## src/nsc_defs.vh

```
/*
 * nsc_defs.vh: opcodes, register addresses, field positions and reset values
 * for the serial-nand status, configuration and extended ecc register block.
 * Assumes it is included by the design files of the block only.
 */
`ifndef NSC_DEFS_VH
`define NSC_DEFS_VH

// instruction opcodes
`define NSC_CMD_WREN      8'h06
`define NSC_CMD_WRDI      8'h04
`define NSC_CMD_RESET     8'hff
`define NSC_CMD_RDSR      8'h0f
`define NSC_CMD_WRSR      8'h1f
`define NSC_CMD_EXT_RD    8'h7a
`define NSC_CMD_EXT_WR    8'h7b
`define NSC_CMD_PAGE_RD   8'h13
`define NSC_CMD_PROG_EXE  8'h10
`define NSC_CMD_ERASE     8'hd8
`define NSC_CMD_READ      8'h03
`define NSC_CMD_READ_ID   8'h9f

// register addresses
`define NSC_ADDR_CFG      8'hb0
`define NSC_ADDR_STAT     8'hc0
`define NSC_ADDR_THRESH   8'h10
`define NSC_ADDR_FLAGS    8'h20
`define NSC_ADDR_MAXFLIP  8'h30
`define NSC_ADDR_CNT_LO   8'h40
`define NSC_ADDR_CNT_HI   8'h50

// configuration register fields
`define NSC_CFG_ECC_EN    4
`define NSC_CFG_BUF_MODE  3
`define NSC_CFG_HOLD_OFF  0

// status register fields
`define NSC_ST_OUT_HI     5
`define NSC_ST_OUT_LO     4
`define NSC_ST_PFAIL      3
`define NSC_ST_EFAIL      2
`define NSC_ST_WEL        1
`define NSC_ST_BUSY       0

// reset values
`define NSC_RST_ECC_EN    1'b1
`define NSC_RST_BUF_MODE  1'b1
`define NSC_RST_HOLD_OFF  1'b0
`define NSC_RST_THRESH    4'h4

// threshold codes and flip-count encodings
`define NSC_THR_RESERVED  4'h0
`define NSC_THR_MAX_CNT   4'h8
`define NSC_FLIP_UNCORR   4'hf

// correction outcome encodings
`define NSC_OUT_CLEAN     2'b00
`define NSC_OUT_FIXED     2'b01
`define NSC_OUT_UNCORR    2'b10
`define NSC_OUT_OVER      2'b11

// array operations
`define NSC_OP_LOAD       2'd0
`define NSC_OP_PROG       2'd1
`define NSC_OP_ERASE      2'd2

// data buffer size: 2048 main plus 128 spare bytes
`define NSC_BUF_BYTES     2176

`endif

```

## src/nsc_regs.v

```verilog
/*
 * nsc_regs.v: spi-side command decoder with the configuration, status and
 * extended ecc feature registers of a serial nand device.
 * Assumes spi mode 0 pins no faster than clk/8, a data buffer that answers
 * buf_addr on the next clk, and an array engine that pulses array_done.
 */
// How it works
// - hold_off_bit set makes the hold pin have no effect at all.
// - buffer_mode_select 1 is buffer read; 0 with correction off is sequential read.
// - after reset the device loads page 0 into the buffer while busy.
// - buffer read starts at given column, goes high impedance after byte 2175.
// - sequential read starts at byte 0 and rolls into the next page.
// - sequential read treats the column bytes as dummy.
// - buffer_mode_select 0 disables correction regardless of correction_enable.
// - correction_outcome reports clean, fixed, uncorrectable or fixed-over-threshold.
// - correction_outcome clears on reset, reset command and page data read.
// - program_fault sets on timeout or locked target, clears on good start or reset.
// - erase_fault sets on timeout or locked target, clears on good start or reset.
// - write_permit_latch set by write enable, cleared by disable, program, erase, load.
// - busy during power-up and operations; only status and id reads accepted.
// - busy clears when the internal operation finishes.
// - flip_threshold is written at 10h bits 7:4, codes 1-8 or f only.
// - flip_threshold resets to 4.
// - sector_over_threshold flags set where sector count reaches the threshold.
// - correction_enable resets to 1 and survives the reset command.
`include "nsc_defs.vh"
module nsc_regs #(
   parameter        BUF_BYTES = `NSC_BUF_BYTES,
   parameter [23:0] DEVICE_ID = 24'h5a_a5_3c   // arbitrary value
)
(
   input  wire        clk,
   input  wire        reset,
   input  wire        ce,
   input  wire        sclk,
   input  wire        cs_n,
   input  wire        mosi,
   input  wire        hold_n,
   output reg         miso,
   output reg         miso_oe_n,
   output reg         array_start,
   output reg  [1:0]  array_op,
   output reg  [15:0] array_page,
   output reg         seq_next_page,
   output reg         ecc_active,
   output reg  [11:0] buf_addr,
   input  wire [7:0]  buf_data,
   input  wire        array_done,
   input  wire        array_timeout,
   input  wire        target_locked,
   input  wire [15:0] flip_count
);

   localparam [3:0]  ST_OP  = 4'b0001;
   localparam [3:0]  ST_ARG = 4'b0010;
   localparam [3:0]  ST_OUT = 4'b0100;
   localparam [3:0]  ST_SKIP = 4'b1000;
   localparam [31:0] BUF_LAST = BUF_BYTES - 1;
   localparam [31:0] BUF_SIZE = BUF_BYTES;
   localparam [11:0] LAST_COL = BUF_LAST[11:0];   // column counter is 12 bits wide
   localparam [15:0] END_COL  = BUF_SIZE[15:0];

   wire       s_sclk;
   wire       s_cs_n;
   wire       s_mosi;
   wire       s_hold_n;
   reg        sclk_q;
   reg  [3:0] state;
   reg  [7:0] cmd;
   reg  [7:0] rx;
   reg  [2:0] rx_bit;
   reg  [1:0] arg_cnt;
   reg  [7:0] arg0;
   reg  [7:0] arg1;
   reg  [7:0] rd_addr;
   reg  [7:0] tx;
   reg  [2:0] tx_bit;
   reg  [1:0] id_idx;
   reg        driving;
   reg        buf_end;
   reg        busy;
   reg  [1:0] running_op;
   reg        powerup_pend;
   reg        write_permit_latch;
   reg        program_fault;
   reg        erase_fault;
   reg  [1:0] correction_outcome;
   reg        correction_enable;
   reg        buffer_mode_select;
   reg        hold_off_bit;
   reg  [3:0] flip_threshold;
   reg  [3:0] sector_over_threshold;
   reg  [15:0] flips;
   reg  [3:0] max_cnt;
   reg  [2:0] max_sec;
   wire       rise;
   wire       fall;
   wire       hold_act;
   wire [7:0] rx_byte;
   wire [15:0] col_arg;
   reg  [7:0] reg_value;
   reg  [7:0] next_byte;
   reg  [1:0] arg_last;
   reg        any_unc;
   reg  [3:0] mx;
   reg  [2:0] ms;
   reg  [3:0] fl;
   reg  [3:0] c;
   reg  [1:0] next_outcome;
   integer    i;

   nsc_sync #(.W(4), .RESET_VAL(4'b0101)) u_sync (
      .clk   (clk),
      .reset (reset),
      .ce    (ce),
      .d     ({sclk, cs_n, mosi, hold_n}),
      .q     ({s_sclk, s_cs_n, s_mosi, s_hold_n})
   );

   // edges of the sampled spi clock, frozen while hold is honoured
   assign hold_act = ~s_hold_n & ~hold_off_bit;
   assign rise     = s_sclk & ~sclk_q & ~s_cs_n & ~hold_act;
   assign fall     = ~s_sclk & sclk_q & ~s_cs_n & ~hold_act;
   assign rx_byte  = {rx[6:0], s_mosi};
   assign col_arg  = {arg0, arg1};

   // register read mux; reserved bits return zero
   always @*
   begin
      reg_value = 8'h00;
      case (rd_addr)
         `NSC_ADDR_CFG:
         begin
            reg_value[`NSC_CFG_ECC_EN]   = correction_enable;
            reg_value[`NSC_CFG_BUF_MODE] = buffer_mode_select;
            reg_value[`NSC_CFG_HOLD_OFF] = hold_off_bit;
         end
         `NSC_ADDR_STAT:
         begin
            reg_value[`NSC_ST_OUT_HI:`NSC_ST_OUT_LO] = correction_outcome;
            reg_value[`NSC_ST_PFAIL] = program_fault;
            reg_value[`NSC_ST_EFAIL] = erase_fault;
            reg_value[`NSC_ST_WEL]   = write_permit_latch;
            reg_value[`NSC_ST_BUSY]  = busy;
         end
         `NSC_ADDR_THRESH:  reg_value = {flip_threshold, 4'h0};
         `NSC_ADDR_FLAGS:   reg_value = {4'h0, sector_over_threshold};
         `NSC_ADDR_MAXFLIP: reg_value = {max_cnt, 1'b0, max_sec};
         `NSC_ADDR_CNT_LO:  reg_value = flips[7:0];
         `NSC_ADDR_CNT_HI:  reg_value = flips[15:8];
         default:           reg_value = 8'h00;
      endcase
   end

   // next byte to shift out, by command
   always @*
   begin
      next_byte = reg_value;
      if (cmd == `NSC_CMD_READ)
         next_byte = buf_data;
      else if (cmd == `NSC_CMD_READ_ID)
      begin
         case (id_idx)
            2'd0:    next_byte = DEVICE_ID[23:16];
            2'd1:    next_byte = DEVICE_ID[15:8];
            default: next_byte = DEVICE_ID[7:0];
         endcase
      end
   end

   // index of the last argument byte per opcode, two for all other opcodes
   always @*
   begin
      case (cmd)
         `NSC_CMD_RDSR, `NSC_CMD_EXT_RD, `NSC_CMD_READ_ID: arg_last = 2'd0;
         `NSC_CMD_WRSR, `NSC_CMD_EXT_WR:                   arg_last = 2'd1;
         default:                                          arg_last = 2'd2;
      endcase
   end

   // per-sector flip evaluation against the threshold
   always @*
   begin
      any_unc = 1'b0;
      mx      = 4'h0;
      ms      = 3'd0;
      fl      = 4'h0;
      c       = 4'h0;
      for (i = 0; i < 4; i = i + 1)
      begin
         c = flip_count[4*i +: 4];
         if (c == `NSC_FLIP_UNCORR)
            any_unc = 1'b1;
         if (c > mx)                                        // strict keeps lowest sector
         begin
            mx = c;
            ms = i[2:0];
         end
         if (flip_threshold == `NSC_FLIP_UNCORR ? c == `NSC_FLIP_UNCORR : c >= flip_threshold)
            fl[i] = 1'b1;
      end
      if (any_unc)
         next_outcome = `NSC_OUT_UNCORR;
      else if (mx == 4'h0)
         next_outcome = `NSC_OUT_CLEAN;
      else if (flip_threshold != `NSC_FLIP_UNCORR && mx > flip_threshold)
         next_outcome = `NSC_OUT_OVER;
      else
         next_outcome = `NSC_OUT_FIXED;
   end

   // command engine, registers and output shifter
   always @(posedge clk or posedge reset)
   begin
      if (reset)
      begin
         sclk_q                <= 1'b0;
         state                 <= ST_OP;
         cmd                   <= 8'h00;
         rx                    <= 8'h00;
         rx_bit                <= 3'd0;
         arg_cnt               <= 2'd0;
         arg0                  <= 8'h00;
         arg1                  <= 8'h00;
         rd_addr               <= 8'h00;
         tx                    <= 8'h00;
         tx_bit                <= 3'd0;
         id_idx                <= 2'd0;
         driving               <= 1'b0;
         buf_end               <= 1'b0;
         busy                  <= 1'b1;
         running_op            <= `NSC_OP_LOAD;
         powerup_pend          <= 1'b1;
         write_permit_latch    <= 1'b0;
         program_fault         <= 1'b0;
         erase_fault           <= 1'b0;
         correction_outcome    <= `NSC_OUT_CLEAN;
         correction_enable     <= `NSC_RST_ECC_EN;
         buffer_mode_select    <= `NSC_RST_BUF_MODE;
         hold_off_bit          <= `NSC_RST_HOLD_OFF;
         flip_threshold        <= `NSC_RST_THRESH;
         sector_over_threshold <= 4'h0;
         flips                 <= 16'h0000;
         max_cnt               <= 4'h0;
         max_sec               <= 3'd0;
         miso                  <= 1'b0;
         miso_oe_n             <= 1'b1;
         array_start           <= 1'b0;
         array_op              <= `NSC_OP_LOAD;
         array_page            <= 16'h0000;
         seq_next_page         <= 1'b0;
         ecc_active            <= 1'b0;
         buf_addr              <= 12'h000;
      end
      else if (ce)
      begin
         sclk_q        <= s_sclk;
         array_start   <= 1'b0;
         seq_next_page <= 1'b0;
         ecc_active    <= correction_enable & buffer_mode_select;
         miso_oe_n     <= ~(driving & ~hold_act & ~s_cs_n);
         // power-up load of page 0
         if (powerup_pend)
         begin
            powerup_pend <= 1'b0;
            array_start  <= 1'b1;
            array_op     <= `NSC_OP_LOAD;
            array_page   <= 16'h0000;
            running_op   <= `NSC_OP_LOAD;
         end
         // frame ends when chip select is high
         if (s_cs_n)
         begin
            state   <= ST_OP;
            rx_bit  <= 3'd0;
            driving <= 1'b0;
         end
         else if (rise)
         begin
            rx     <= rx_byte;
            rx_bit <= rx_bit + 3'd1;
            if (rx_bit == 3'd7)
            begin
               case (state)
                  ST_OP:
                  begin
                     cmd     <= rx_byte;
                     arg_cnt <= 2'd0;
                     state   <= ST_SKIP;
                     if (busy && rx_byte != `NSC_CMD_RDSR && rx_byte != `NSC_CMD_READ_ID)
                        state <= ST_SKIP;
                     else
                     begin
                        case (rx_byte)
                           `NSC_CMD_WREN: write_permit_latch <= 1'b1;
                           `NSC_CMD_WRDI: write_permit_latch <= 1'b0;
                           `NSC_CMD_RESET:
                           begin
                              correction_outcome <= `NSC_OUT_CLEAN;
                              program_fault      <= 1'b0;
                              erase_fault        <= 1'b0;
                           end
                           `NSC_CMD_RDSR, `NSC_CMD_WRSR, `NSC_CMD_EXT_RD, `NSC_CMD_EXT_WR,
                           `NSC_CMD_PAGE_RD, `NSC_CMD_PROG_EXE, `NSC_CMD_ERASE,
                           `NSC_CMD_READ, `NSC_CMD_READ_ID: state <= ST_ARG;
                           default: state <= ST_SKIP;
                        endcase
                     end
                  end
                  ST_ARG:
                  begin
                     arg_cnt <= arg_cnt + 2'd1;
                     if (arg_cnt == 2'd0)
                        arg0 <= rx_byte;
                     if (arg_cnt == 2'd1)
                        arg1 <= rx_byte;
                     if (arg_cnt == arg_last)
                     begin
                        state  <= ST_SKIP;
                        tx_bit <= 3'd0;
                        id_idx <= 2'd0;
                        case (cmd)
                           `NSC_CMD_RDSR, `NSC_CMD_EXT_RD:
                           begin
                              rd_addr <= rx_byte;
                              state   <= ST_OUT;
                           end
                           `NSC_CMD_READ_ID: state <= ST_OUT;
                           `NSC_CMD_WRSR:
                              if (arg0 == `NSC_ADDR_CFG)
                              begin
                                 correction_enable  <= rx_byte[`NSC_CFG_ECC_EN];
                                 buffer_mode_select <= rx_byte[`NSC_CFG_BUF_MODE];
                                 hold_off_bit       <= rx_byte[`NSC_CFG_HOLD_OFF];
                              end
                           `NSC_CMD_EXT_WR:
                              if (arg0 == `NSC_ADDR_THRESH &&
                                  ((rx_byte[7:4] != `NSC_THR_RESERVED && rx_byte[7:4] <= `NSC_THR_MAX_CNT) ||
                                   rx_byte[7:4] == `NSC_FLIP_UNCORR))
                                 flip_threshold <= rx_byte[7:4];
                           `NSC_CMD_PAGE_RD:
                           begin
                              correction_outcome <= `NSC_OUT_CLEAN;
                              write_permit_latch <= 1'b0;
                              busy               <= 1'b1;
                              running_op         <= `NSC_OP_LOAD;
                              array_op           <= `NSC_OP_LOAD;
                              array_page         <= {arg1, rx_byte};
                              array_start        <= 1'b1;
                           end
                           `NSC_CMD_PROG_EXE, `NSC_CMD_ERASE:
                              if (write_permit_latch)
                              begin
                                 write_permit_latch <= 1'b0;
                                 if (target_locked)
                                 begin
                                    if (cmd == `NSC_CMD_ERASE)
                                       erase_fault <= 1'b1;
                                    else
                                       program_fault <= 1'b1;
                                 end
                                 else
                                 begin
                                    if (cmd == `NSC_CMD_ERASE)
                                       erase_fault <= 1'b0;
                                    else
                                       program_fault <= 1'b0;
                                    busy        <= 1'b1;
                                    running_op  <= (cmd == `NSC_CMD_ERASE) ? `NSC_OP_ERASE : `NSC_OP_PROG;
                                    array_op    <= (cmd == `NSC_CMD_ERASE) ? `NSC_OP_ERASE : `NSC_OP_PROG;
                                    array_page  <= {arg1, rx_byte};
                                    array_start <= 1'b1;
                                 end
                              end
                           `NSC_CMD_READ:
                           begin
                              state <= ST_OUT;
                              if (buffer_mode_select)
                              begin
                                 buf_addr <= col_arg[11:0];
                                 buf_end  <= (col_arg >= END_COL);
                              end
                              else
                              begin
                                 buf_addr <= 12'h000;
                                 buf_end  <= 1'b0;
                              end
                           end
                           default: state <= ST_SKIP;
                        endcase
                     end
                  end
                  default: state <= state;
               endcase
            end
         end
         // output shifter, one bit per falling edge
         if (!s_cs_n && fall && state == ST_OUT)
         begin
            tx_bit <= tx_bit + 3'd1;
            if (tx_bit == 3'd0)
            begin
               miso    <= next_byte[7];
               tx      <= {next_byte[6:0], 1'b0};
               driving <= ~(cmd == `NSC_CMD_READ && buf_end);
               id_idx  <= (id_idx == 2'd2) ? 2'd0 : id_idx + 2'd1;
               if (cmd == `NSC_CMD_READ && !buf_end)
               begin
                  if (buf_addr != LAST_COL)
                     buf_addr <= buf_addr + 12'h001;
                  else if (buffer_mode_select)
                     buf_end <= 1'b1;
                  else
                  begin
                     buf_addr      <= 12'h000;
                     seq_next_page <= 1'b1;
                  end
               end
            end
            else
            begin
               miso <= tx[7];
               tx   <= {tx[6:0], 1'b0};
            end
         end
         // completion of the internal operation
         if (array_done && busy && !powerup_pend)
         begin
            busy <= 1'b0;
            if (running_op == `NSC_OP_LOAD && ecc_active)
            begin
               correction_outcome    <= next_outcome;
               sector_over_threshold <= fl;
               flips                 <= flip_count;
               max_cnt               <= mx;
               max_sec               <= ms;
            end
            if (running_op == `NSC_OP_PROG && array_timeout)
               program_fault <= 1'b1;
            if (running_op == `NSC_OP_ERASE && array_timeout)
               erase_fault <= 1'b1;
         end
      end
   end

endmodule // nsc_regs

```

## src/nsc_sync.v

```verilog
/*
 * nsc_sync.v: two-flop synchroniser for a group of pin inputs.
 * Assumes the inputs are asynchronous to clk; only the second stage is used.
 */
module nsc_sync #(
   parameter         W         = 1,
   parameter [W-1:0] RESET_VAL = {W{1'b0}}
)
(
   input  wire         clk,
   input  wire         reset,
   input  wire         ce,
   input  wire [W-1:0] d,
   output reg  [W-1:0] q
);

   reg [W-1:0] meta;

   // two stages, the first read only by the second
   always @(posedge clk or posedge reset)
   begin
      if (reset)
      begin
         meta <= RESET_VAL;
         q    <= RESET_VAL;
      end
      else if (ce)
      begin
         meta <= d;
         q    <= meta;
      end
   end

endmodule // nsc_sync

```

## config.mk

```make
export PLATFORM = sky130hd
export DESIGN_NAME = nsc_regs
export DESIGN_NICKNAME = d
export VERILOG_FILES = /design/src/nsc_regs.v /design/src/nsc_sync.v
export VERILOG_INCLUDE_DIRS = /design/src /design/src/src
export SDC_FILE = /design/constraint.sdc
export NUM_CORES = 1
export LEC_CHECK = 0
export BUFFER_PORTS_ARGS = -buffer_cell sky130_fd_sc_hd__buf_2
export CAP_MARGIN = 40
export CORE_ASPECT_RATIO = 1.4
export CORE_UTILIZATION = 30
export CTS_BUF_LIST = sky130_fd_sc_hd__clkbuf_4 sky130_fd_sc_hd__clkbuf_8
export CTS_CLUSTER_DIAMETER = 30
export DETAILED_ROUTE_END_ITERATION = 12
export GPL_ROUTABILITY_DRIVEN = 0
export PLACE_DENSITY_LB_ADDON = 0.3
export REMOVE_ABC_BUFFERS = 1
export SYNTH_ARGS = -nofsm -noshare
export SYNTH_HDL_FRONTEND = slang
export SYNTH_HIERARCHICAL = 1
export SYNTH_SLANG_ARGS = --single-unit
```

## constraint.sdc

```tcl
create_clock -name clk -period 4.46 [get_ports clk]
set_input_delay 0.446 -clock clk [delete_from_list [all_inputs] [get_ports clk]]
set_output_delay 0.446 -clock clk [all_outputs]
set_load 0.005 [all_outputs]
```

==> flow_summary.ini, run 1 <==
[global_routing]
grt_overflow = 0
grt_pass1_wl_um = 40000
antenna_found_initial = 0
track_usage_pct = 17.2
grt_start_max_net_pins = 65
grt_pass1_vias = 7393

[flow_run]
cap_viol_max_count = 0

[critical_path]
crit_family = compound AO/OA/AOI/OAI gates
cp.arrival_ns = 4.84
cp_max_fo = 4
critical_path_class = primary input to flip-flop
cpMostUsedCell = ha_1
path_buf_inv = 2
r2r_slack_ns = 1.05
end_kind = flip-flop
required_ns = 4.80
slowest_stage = a221o_1
start_kind = primary input
cpPeakStageDelay_ns = 0.31

[synthesis]
synth_flop_cell = dfrtp_1
ys_seq_area_share_pct = 43.3
syn_avg_cell_area_um2 = 9.48
synth_edf_count = 0
synth-async-reset-ratio_pct = 100
synth.distinct_cells = 76
ys_ff_latch = 148
synth.cell_area_um2 = 8580
yosysWarnings = 6
synthCells = 905

[cts]
cts_sinks = 148
cts_root_buf = clkbuf_8
cts.path.max_buffers = 2
cts_tree = yes
cts_buffers = 17
htreeDepth = 4
clock_latency_ns = 0.47
clkTransAtPathRegs_ns = 0.08

[route]
post_drt_wl_per_cell_um = 17.6
ant_nets = 0
vias = 7425
drt_iter0_markers = 440
wirelength_um = 24700
drc = 0
via_per_inst = 5.28
drt-pass1-iter-count = 5

[finish]
nNetsFinal = 1093
regArea_um2 = 3720
multi_input_area_um2 = 4700
syn_to_final_growth_pct = 20.6
drive_gt1_share_pct = 27.2
fillerInstances = 2816
diodes = 0

[floorplanning]
core_um2 = 27800
die_area_um2 = 29300
placement_rows = 72
initial_utilization_pct = 30.8
die_w_um = 145
die_y_um = 202
io_pins = 69

[timing]
setup_slack_ns = -0.0374
slew_headroom_pct = 42.8
timing.final.max_slew_violations = 0
hold_violations = 0
max_freq_mhz = 222
finalClockSkew_ns = 0.0209
max_slew.worst_pin.slew_ns = 0.859
post-route-period-util_pct = 101
fin_crit_ns = 4.50
rsz0062_at_grt = true
finalSetupViolCount = 1

[placement]
dp_hpwl_um = 18200
pre_cts_ws_ns = -0.656
io_buffers = 68

[power_and_ir_drop]
finalPower_mw = 3.10
p_leak_nw = 4.87
p_per_area_nw_per_um2 = 299
ir_drop_mv = 0.167

[hold_path]
min_path_type = primary input to flip-flop

[run_status]
violations = setup timing
run_status = complete, but fails checks
[Yosys cell counts (4+ instances only)]
cell type / count / share of area, %
a211oi_1: 4 / 0.35
a21o_1: 11 / 0.96
a21oi_1: 58 / 3.4
a221o_1: 5 / 0.58
a22o_1: 21 / 2.1
a22oi_1: 4 / 0.35
a31oi_1: 8 / 0.58
a32o_1: 6 / 0.70
and2_1: 5 / 0.36
and3_1: 22 / 1.6
buf_2: 4 / 0.23
clkbuf_1: 35 / 1.5
dfrtp_1: 137 / 40
dfstp_2: 11 / 3.4
ha_1: 37 / 5.4
inv_1: 35 / 1.5
mux2_2: 44 / 5.8
mux2_4: 11 / 1.9
mux2i_1: 11 / 1.3
nand2_1: 118 / 5.2
nand2b_1: 14 / 1.0
nand3_1: 19 / 1.1
nand3b_1: 4 / 0.35
nand4_1: 18 / 1.3
nor2_1: 46 / 2.0
nor2b_1: 15 / 1.1
nor3_1: 14 / 0.82
nor3b_1: 4 / 0.35
nor4_1: 6 / 0.44
nor4b_1: 6 / 0.61
o21ai_0: 84 / 4.9
o22ai_1: 7 / 0.51
o31ai_1: 9 / 0.79
or3_1: 8 / 0.58
[registers in the layout, indices dropped and copies added (netlist names), 3 cells and up]
signal                 flops
array_page                16
flips                     16
buf_addr                  12
arg0                       8
arg1                       8
cmd                        8
rd_addr                    8
rx                         7
tx                         7
flip_threshold             4
max_cnt                    4
sector_over_threshold      4
state                      4
u_sync/meta                4
u_sync/q                   4
rx_bit                     3
tx_bit                     3
[metal layers]
| metal | track usage, % | vias up | routed length [um] |
|---|---|---|---|
| li1 | - | 3560 | - |
| met1 | 20.1 | 3655 | 10500 |
| met2 | 31.4 | 168 | 12900 |
| met3 | 2.44 | 42 | 640 |
| met4 | 7.14 | 0 | 679 |
| met5 | 0 | - | 0 |
[cells in the final DEF, fill, tap and decap left out, types with 22 or more instances in the layout]
master / synthesis / final
buf_2: 4 / 66
nand2_1: 118 / 118
o21ai_0: 84 / 80
mux2_2: 44 / 44
nor2_1: 46 / 44
a21oi_1: 58 / 56
and3_1: 22 / 22
inv_1: 35 / 29
buf_4: 0 / 69
ha_1: 37 / 33
dfrtp_1: 137 / 137
[kinds of logic (layout without fill, tap and decap cells)]
logic type	after synthesis	after routing	synth area share [%]
xor gates and xnor gates	2	2	0.204
DFF	148	148	43.3
adders and majority gates	37	37	5.40
AOI/OAI and AO/OA	249	249	18.6
muxes	66	66	8.99
buffers and inverters	78	208	3.65
and+or+nand+nor	325	325	19.8
[what timing repair did]
item	4_1_cts	5_1_grt
setup buffers	9	7
resized for setup	11	28
endpoints found under the setup margin	1	2
hold buffers	1	0
pin swaps	10	21
hold endpoints to repair	4	0
[worst paths after layout]
check                                    start                                 to  cells past startpoint
setup / recovery                 flip_count[1]  correction_outcome[1]$_DFFE_PP0P_                     26
hold / removal                            sclk         u_sync/meta[3]$_DFFE_PP0P_                      2
setup reg to reg            cmd[7]$_DFFE_PP0P_            array_start$_DFFE_PP0P_                      8
hold reg to reg            driving$_DFFE_PP0P_              miso_oe_n$_DFFE_PP1P_                      1
max in group asynchronous                reset               flips[1]$_DFFE_PP0P_                      4
min in group asynchronous                reset         u_sync/meta[1]$_DFFE_PP0P_                      3
[per-stage QoR]
| stage | setup TNS [ns] | hold WS (ns) | cells | utilization [%] | cell area [um^2] |
|---|---|---|---|---|---|
| final | -0.0374 | 0.209 | 1405 | 37.2 | 10300 |
| after global routing | -0.388 | 0.187 | 1405 | 37.2 | 10300 |
| after CTS | 0 | 0.177 | 1399 | 36.6 | 10200 |
| after detailed placement | -1.26 | 0.421 | 1357 | 34.7 | 9670 |
| after global placement | -0.887 | 0.416 | 1355 | 34.6 | 9640 |
| after floorplan | -0.464 | 0.259 | 862 | - | 8400 |
[report_power, final]
| part | leakage (nW) | total [mW] | switching (mW) | internal, mW |
|---|---|---|---|---|
| Clock | 0.178 | 1.04 | 0.533 | 0.504 |
| Combinational | 2.69 | 0.599 | 0.290 | 0.310 |
| Sequential | 2.00 | 1.46 | 0.0827 | 1.38 |
[area by class of cell]
class,count,share of cell area (%)
timing repair buffer,141,9.03
clock inverter,14,1.33
tap,370,4.48
clock buffer,18,2.39
inverter,35,1.37
multi-input combinational,679,45.5
sequential,148,35.9
Note: power is estimated with default switching activity, not from simulation.
==> run 2, diff against run 1 <==
==> constraint.sdc (replaced) <==
create_clock -name clk -period 4.62 [get_ports clk]
set_input_delay 0.462 -clock clk [delete_from_list [all_inputs] [get_ports clk]]
set_output_delay 0.462 -clock clk [all_outputs]
set_load 0.005 [all_outputs]
==> flow_summary.ini, run 2 (synthesis results as in run 1) <==
[critical_path]
critical_path_class = primary input to flip-flop
cp_max_fo = 4
cpPeakStageDelay_ns = 0.31
r2r_start = cmd[3]$_DFFE_PP0P_
start_kind = primary input
slowest_stage = a221o_1
end_kind = flip-flop
reg2regPathDepth = 8
required_ns = 4.97
r2r_slack_ns = 1.20
timing.rr.end = array_page[3]$_DFFE_PP0P_
cp.arrival_ns = 4.80

[route]
drc = 0
post_drt_wl_per_cell_um = 17.3
drt_iter0_markers = 358
wirelength_um = 24300
ant_nets = 0
vias = 7269
via_per_inst = 5.17
drt-pass1-iter-count = 5

[power_and_ir_drop]
pwr-share-seq_pct = 44.3
combPwrFrac_pct = 18.0
switching_share_pct = 26.9
p_per_area_nw_per_um2 = 302
clockPowerShare_pct = 37.7
p_int_mw = 2.32
ir_drop_mv = 0.143
p_leak_nw = 4.94
p_sw_mw = 0.856

[finish]
nNetsFinal = 1094
syn_to_final_growth_pct = 22.5
mostFrequentLayoutCell = dfrtp_1
diodes = 0
drive_gt1_share_pct = 27.6
final_cells = 1406
fin_area_um2 = 10500
fillerInstances = 2781
largestRegisters = array_page: 16 flops, flips: 16 flops, buf_addr: 12 flops
layout_common_cells = dfrtp_1, nand2_1, o21ai_0
multi_input_area_um2 = 4740
regArea_um2 = 3720

[timing]
hold_violations = 0
fin_crit_ns = 4.45
timing.final.max_slew_violations = 0
finalSetupViolCount = 0
fin_setup_tns_ns = 0
setup_slack_ns = 0.169
max_freq_mhz = 225
post-route-period-util_pct = 96.3
max_slew.worst_pin.slew_ns = 0.837
slew_headroom_pct = 43.9
finalClockSkew_ns = 0.0137
holdWs_ns = 0.220
rsz0062_at_grt = true

[global_routing]
grt_overflow = 0
grtUsageMet1_pct = 19.7
grt_pass1_wl_um = 39000
use_met2_pct = 30.1
use_met3_pct = 2.64
track_usage_pct = 16.9
grt_start_max_net_pins = 90
top_usage_layer = met2
antenna_found_initial = 0
grt_pass1_vias = 7161

[hold_path]
holdPathStages = 2
min_from = mosi
min_path_type = primary input to flip-flop
hold_end = u_sync/meta[1]$_DFFE_PP0P_

[floorplanning]
initial_utilization_pct = 30.8
io_pins = 69
placement_rows = 72
die_w_um = 145
core_um2 = 27800
die_y_um = 202
die_area_um2 = 29300

[cts]
cts.path.max_buffers = 2
cts_tree = yes
cts_sinks = 148
clkTransAtPathRegs_ns = 0.09
clock_latency_ns = 0.48
cts_buffers = 17
htreeDepth = 4
cts_root_buf = clkbuf_8

[placement]
pre_cts_ws_ns = -0.652
placedCellCount = 1358
dp_hpwl_um = 17900
dpl_cell_area_um2 = 9700
io_buffers = 68

[flow_run]
cap_viol_max_count = 0

[run_status]
run_status = complete, no violations
## run 2: cell count changes in the layout (fill, tap and decap cells not counted), sizes merged
cell,delta
buf,+1
bufinv,+3
clkbuf,+4
clkinv,-1
clkinvlp,-6
## run 2: how the worst max path moves through the flow
stage	from	endpoint	slack, ns	depth (start not counted)
3_3_place_gp	flip_count[3]	correction_outcome[1]$_DFFE_PP0P_	-0.48	27
5_1_grt	flip_count[2]	correction_outcome[1]$_DFFE_PP0P_	-0.06	27
6_report	flip_count[2]	correction_outcome[1]$_DFFE_PP0P_	0.17	27
2_1_floorplan	flip_count[3]	correction_outcome[1]$_DFFE_PP0P_	-0.32	25
4_1_cts	flip_count[3]	correction_outcome[1]$_DFFE_PP0P_	0.009	27
3_5_place_dp	flip_count[3]	correction_outcome[1]$_DFFE_PP0P_	-0.65	29
## run 2: cell type report
type	instances	area share (%)
inverter	35	1.37
timing repair buffer	142	9.29
clock buffer	22	2.76
tap	370	4.41
sequential	148	35.4
clock inverter	10	1.69
multi-input combinational	679	45.1
## run 2: power groups by stage
| stage | Combinational [mW] | Clock (mW) | Sequential [mW] |
|---|---|---|---|
| finish | 0.572 | 1.20 | 1.41 |
| global route | 0.627 | 1.27 | 1.42 |
| CTS | 0.512 | 1.22 | 1.41 |
| detailed placement | 0.464 | 0 | 1.43 |
| global placement | 0.456 | 0 | 1.43 |
| floorplan | 0.251 | 0 | 1.40 |
## run 2: worst max-delay path, delay by kind of cell
| kind | cells | cell delay [ns] |
|---|---|---|
| muxes | 2 | 0.50 |
| adders and majority gates | 4 | 0.92 |
| and+or+nand+nor | 6 | 0.65 |
| buffers and inverters | 3 | 0.29 |
| AOI/OAI and AO/OA | 12 | 1.97 |
## run 2: metal layers
| layer | share of wire (%) | wire (um) | vias up |
|---|---|---|---|
| met5 | 0 | 0 | - |
| met4 | 3.3 | 805 | 0 |
| met3 | 2.6 | 642 | 45 |
| met2 | 52 | 12500 | 143 |
| met1 | 42 | 10300 | 3524 |
| li1 | - | - | 3557 |
## run 2: repair_timing
item | CTS | global route
endpoints found under the setup margin | 1 | 3
gates resized for setup | 9 | 38
pin swaps | 6 | 24
hold endpoints to repair | 23 | 0
hold buffers | 1 | 0
setup buffers | 8 | 7
## run 2: per-stage QoR
step	total power, mW	utilization (%)
2_1_floorplan	1.65	-
3_3_place_gp	1.89	34.6
3_5_place_dp	1.90	34.8
4_1_cts	3.14	36.9
5_1_grt	3.31	37.7
6_report	3.18	37.7
==> run 3, diff against run 2 <==
--- a/config.mk
+++ b/config.mk
@@ -9,6 +9,7 @@
 export BUFFER_PORTS_ARGS = -buffer_cell sky130_fd_sc_hd__buf_2
 export CAP_MARGIN = 40
 export CORE_ASPECT_RATIO = 1.4
+export CORE_MARGIN = 2
 export CORE_UTILIZATION = 30
 export CTS_BUF_LIST = sky130_fd_sc_hd__clkbuf_4 sky130_fd_sc_hd__clkbuf_8
 export CTS_CLUSTER_DIAMETER = 30
==> flow_summary.ini, run 3 (synthesis results as in run 1) <==
[timing]
hold_violations = 0
rsz0062_at_grt = true
setup_slack_ns = 0.142
max_slew.worst_pin.slew_ns = 0.870
slew_headroom_pct = 42.0
finalClockSkew_ns = 0.0138
finalSetupViolCount = 0
post-route-period-util_pct = 96.9
fin_crit_ns = 4.48
timing.final.max_slew_violations = 0
fin_setup_tns_ns = 0
max_freq_mhz = 223

[power_and_ir_drop]
combPwrFrac_pct = 17.5
finalPower_mw = 2.93
p_leak_nw = 4.82
p_sw_mw = 0.846
ir_drop_mv = 0.150
clockPowerShare_pct = 34.4
switching_share_pct = 28.9
p_per_area_nw_per_um2 = 286
p_int_mw = 2.09
pwr-share-seq_pct = 48.2

[placement]
io_buffers = 68
pre_cts_ws_ns = -0.559
dp_hpwl_um = 18100

[global_routing]
grt_start_max_net_pins = 77
grt_pass1_vias = 7285
track_usage_pct = 16.5
grt_pass1_wl_um = 39400
grt_overflow = 0
antenna_found_initial = 0

[route]
via_per_inst = 5.18
wirelength_um = 24400
drt-pass1-iter-count = 4
ant_nets = 0
drt_iter0_markers = 418
post_drt_wl_per_cell_um = 17.4
drc = 0
vias = 7252

[floorplanning]
die_w_um = 147
initial_utilization_pct = 30.3
die_area_um2 = 30000
core_um2 = 28300
die_y_um = 204
io_pins = 69
placement_rows = 73

[cts]
clock_latency_ns = 0.47
clkTransAtPathRegs_ns = 0.08
cts.path.max_buffers = 2
cts_buffers = 17
cts_tree = yes
cts_sinks = 148
cts_root_buf = clkbuf_8
htreeDepth = 4

[critical_path]
crit_family = compound AO/OA/AOI/OAI gates
slowest_stage = a221o_1
cpPeakStageDelay_ns = 0.32
cp_max_fo = 4
reg2regPathDepth = 8
cpMostUsedCell = ha_1
start_kind = primary input
required_ns = 4.96
end_kind = flip-flop
cp.arrival_ns = 4.82
path_buf_inv = 3
path_depth = 27
critical_path_class = primary input to flip-flop

[finish]
drive_gt1_share_pct = 25.9
diodes = 0
utilization_pct = 36.2
layout_common_cells = dfrtp_1, nand2_1, o21ai_0
largestRegisters = array_page: 16 flops, flips: 16 flops, buf_addr: 12 flops
nNetsFinal = 1084
mostFrequentLayoutCell = dfrtp_1
fillerInstances = 2947
syn_to_final_growth_pct = 19.6

[flow_run]
cap_viol_max_count = 0

[hold_path]
holdPathStages = 2
min_path_type = primary input to flip-flop

[run_status]
run_status = complete, no violations
[run 3: changes by cell type in the layout (fill, tap and decap cells not counted), sizes merged]
cell,change
buf,-10
clkinvlp,+4
bufinv,-3
clkbuf,-3
clkinv,+2
[run 3: power groups by stage]
stage	clock network, mW	registers, mW	logic (mW)
4_1_cts	1.04	1.41	0.476
3_5_place_dp	0	1.44	0.445
6_report	1.01	1.41	0.512
5_1_grt	1.09	1.42	0.572
3_3_place_gp	0	1.44	0.438
2_1_floorplan	0	1.40	0.251
[run 3: worst paths after layout]
| path | start | endpoint | slack, ns |
|---|---|---|---|
| hold reg to reg | driving$_DFFE_PP0P_ | miso_oe_n$_DFFE_PP1P_ | 0.43 |
| max in group asynchronous | reset | buffer_mode_select$_DFFE_PP1P_ | 2.91 |
| hold / removal | mosi | u_sync/meta[1]$_DFFE_PP0P_ | 0.24 |
| setup reg to reg | cmd[3]$_DFFE_PP0P_ | array_page[0]$_DFFE_PP0P_ | 1.16 |
| setup / recovery | flip_count[2] | correction_outcome[1]$_DFFE_PP0P_ | 0.14 |
| min in group asynchronous | reset | u_sync/meta[1]$_DFFE_PP0P_ | 0.52 |
[run 3: final cells by class]
class                           count  area, um^2  share of cell area, %
Multi-Input combinational cell    679        4660                   45.5
Sequential cell                   148        3720                   36.2
Timing Repair Buffer              132         871                   8.49
Tap cell                          375         469                   4.57
Clock buffer                       19         255                   2.49
Inverter                           35         144                   1.40
Clock inverter                     13         135                   1.32
[run 3: what timing repair did]
item / CTS / global route
pin swaps: 4 / 18
gates cloned: 0 / 1
resized for setup: 4 / 26
setup buffers: 5 / 6
setup endpoints to repair: 1 / 2
hold endpoints to repair: 4 / 0
hold buffers: 1 / 0
[run 3: routing by layer]
metal  global-route usage [%]  part of all wire (%)  vias to the layer above
met1                     19.9                    43                     3556
met3                     2.28                   2.7                       35
met2                     29.5                    51                      126
met5                        0                     0                        -
li1                         -                     -                     3535
met4                     6.83                   2.8                        0
[run 3: through the flow]
| stage | hold WS, ns | std cells | area, um^2 |
|---|---|---|---|
| finish | 0.239 | 1401 | 10300 |
| detailed placement | 0.435 | 1356 | 9630 |
| CTS | 0.215 | 1394 | 10100 |
| global placement | 0.426 | 1354 | 9600 |
| global route | 0.225 | 1401 | 10300 |
| floorplan | 0.275 | 862 | 8400 |
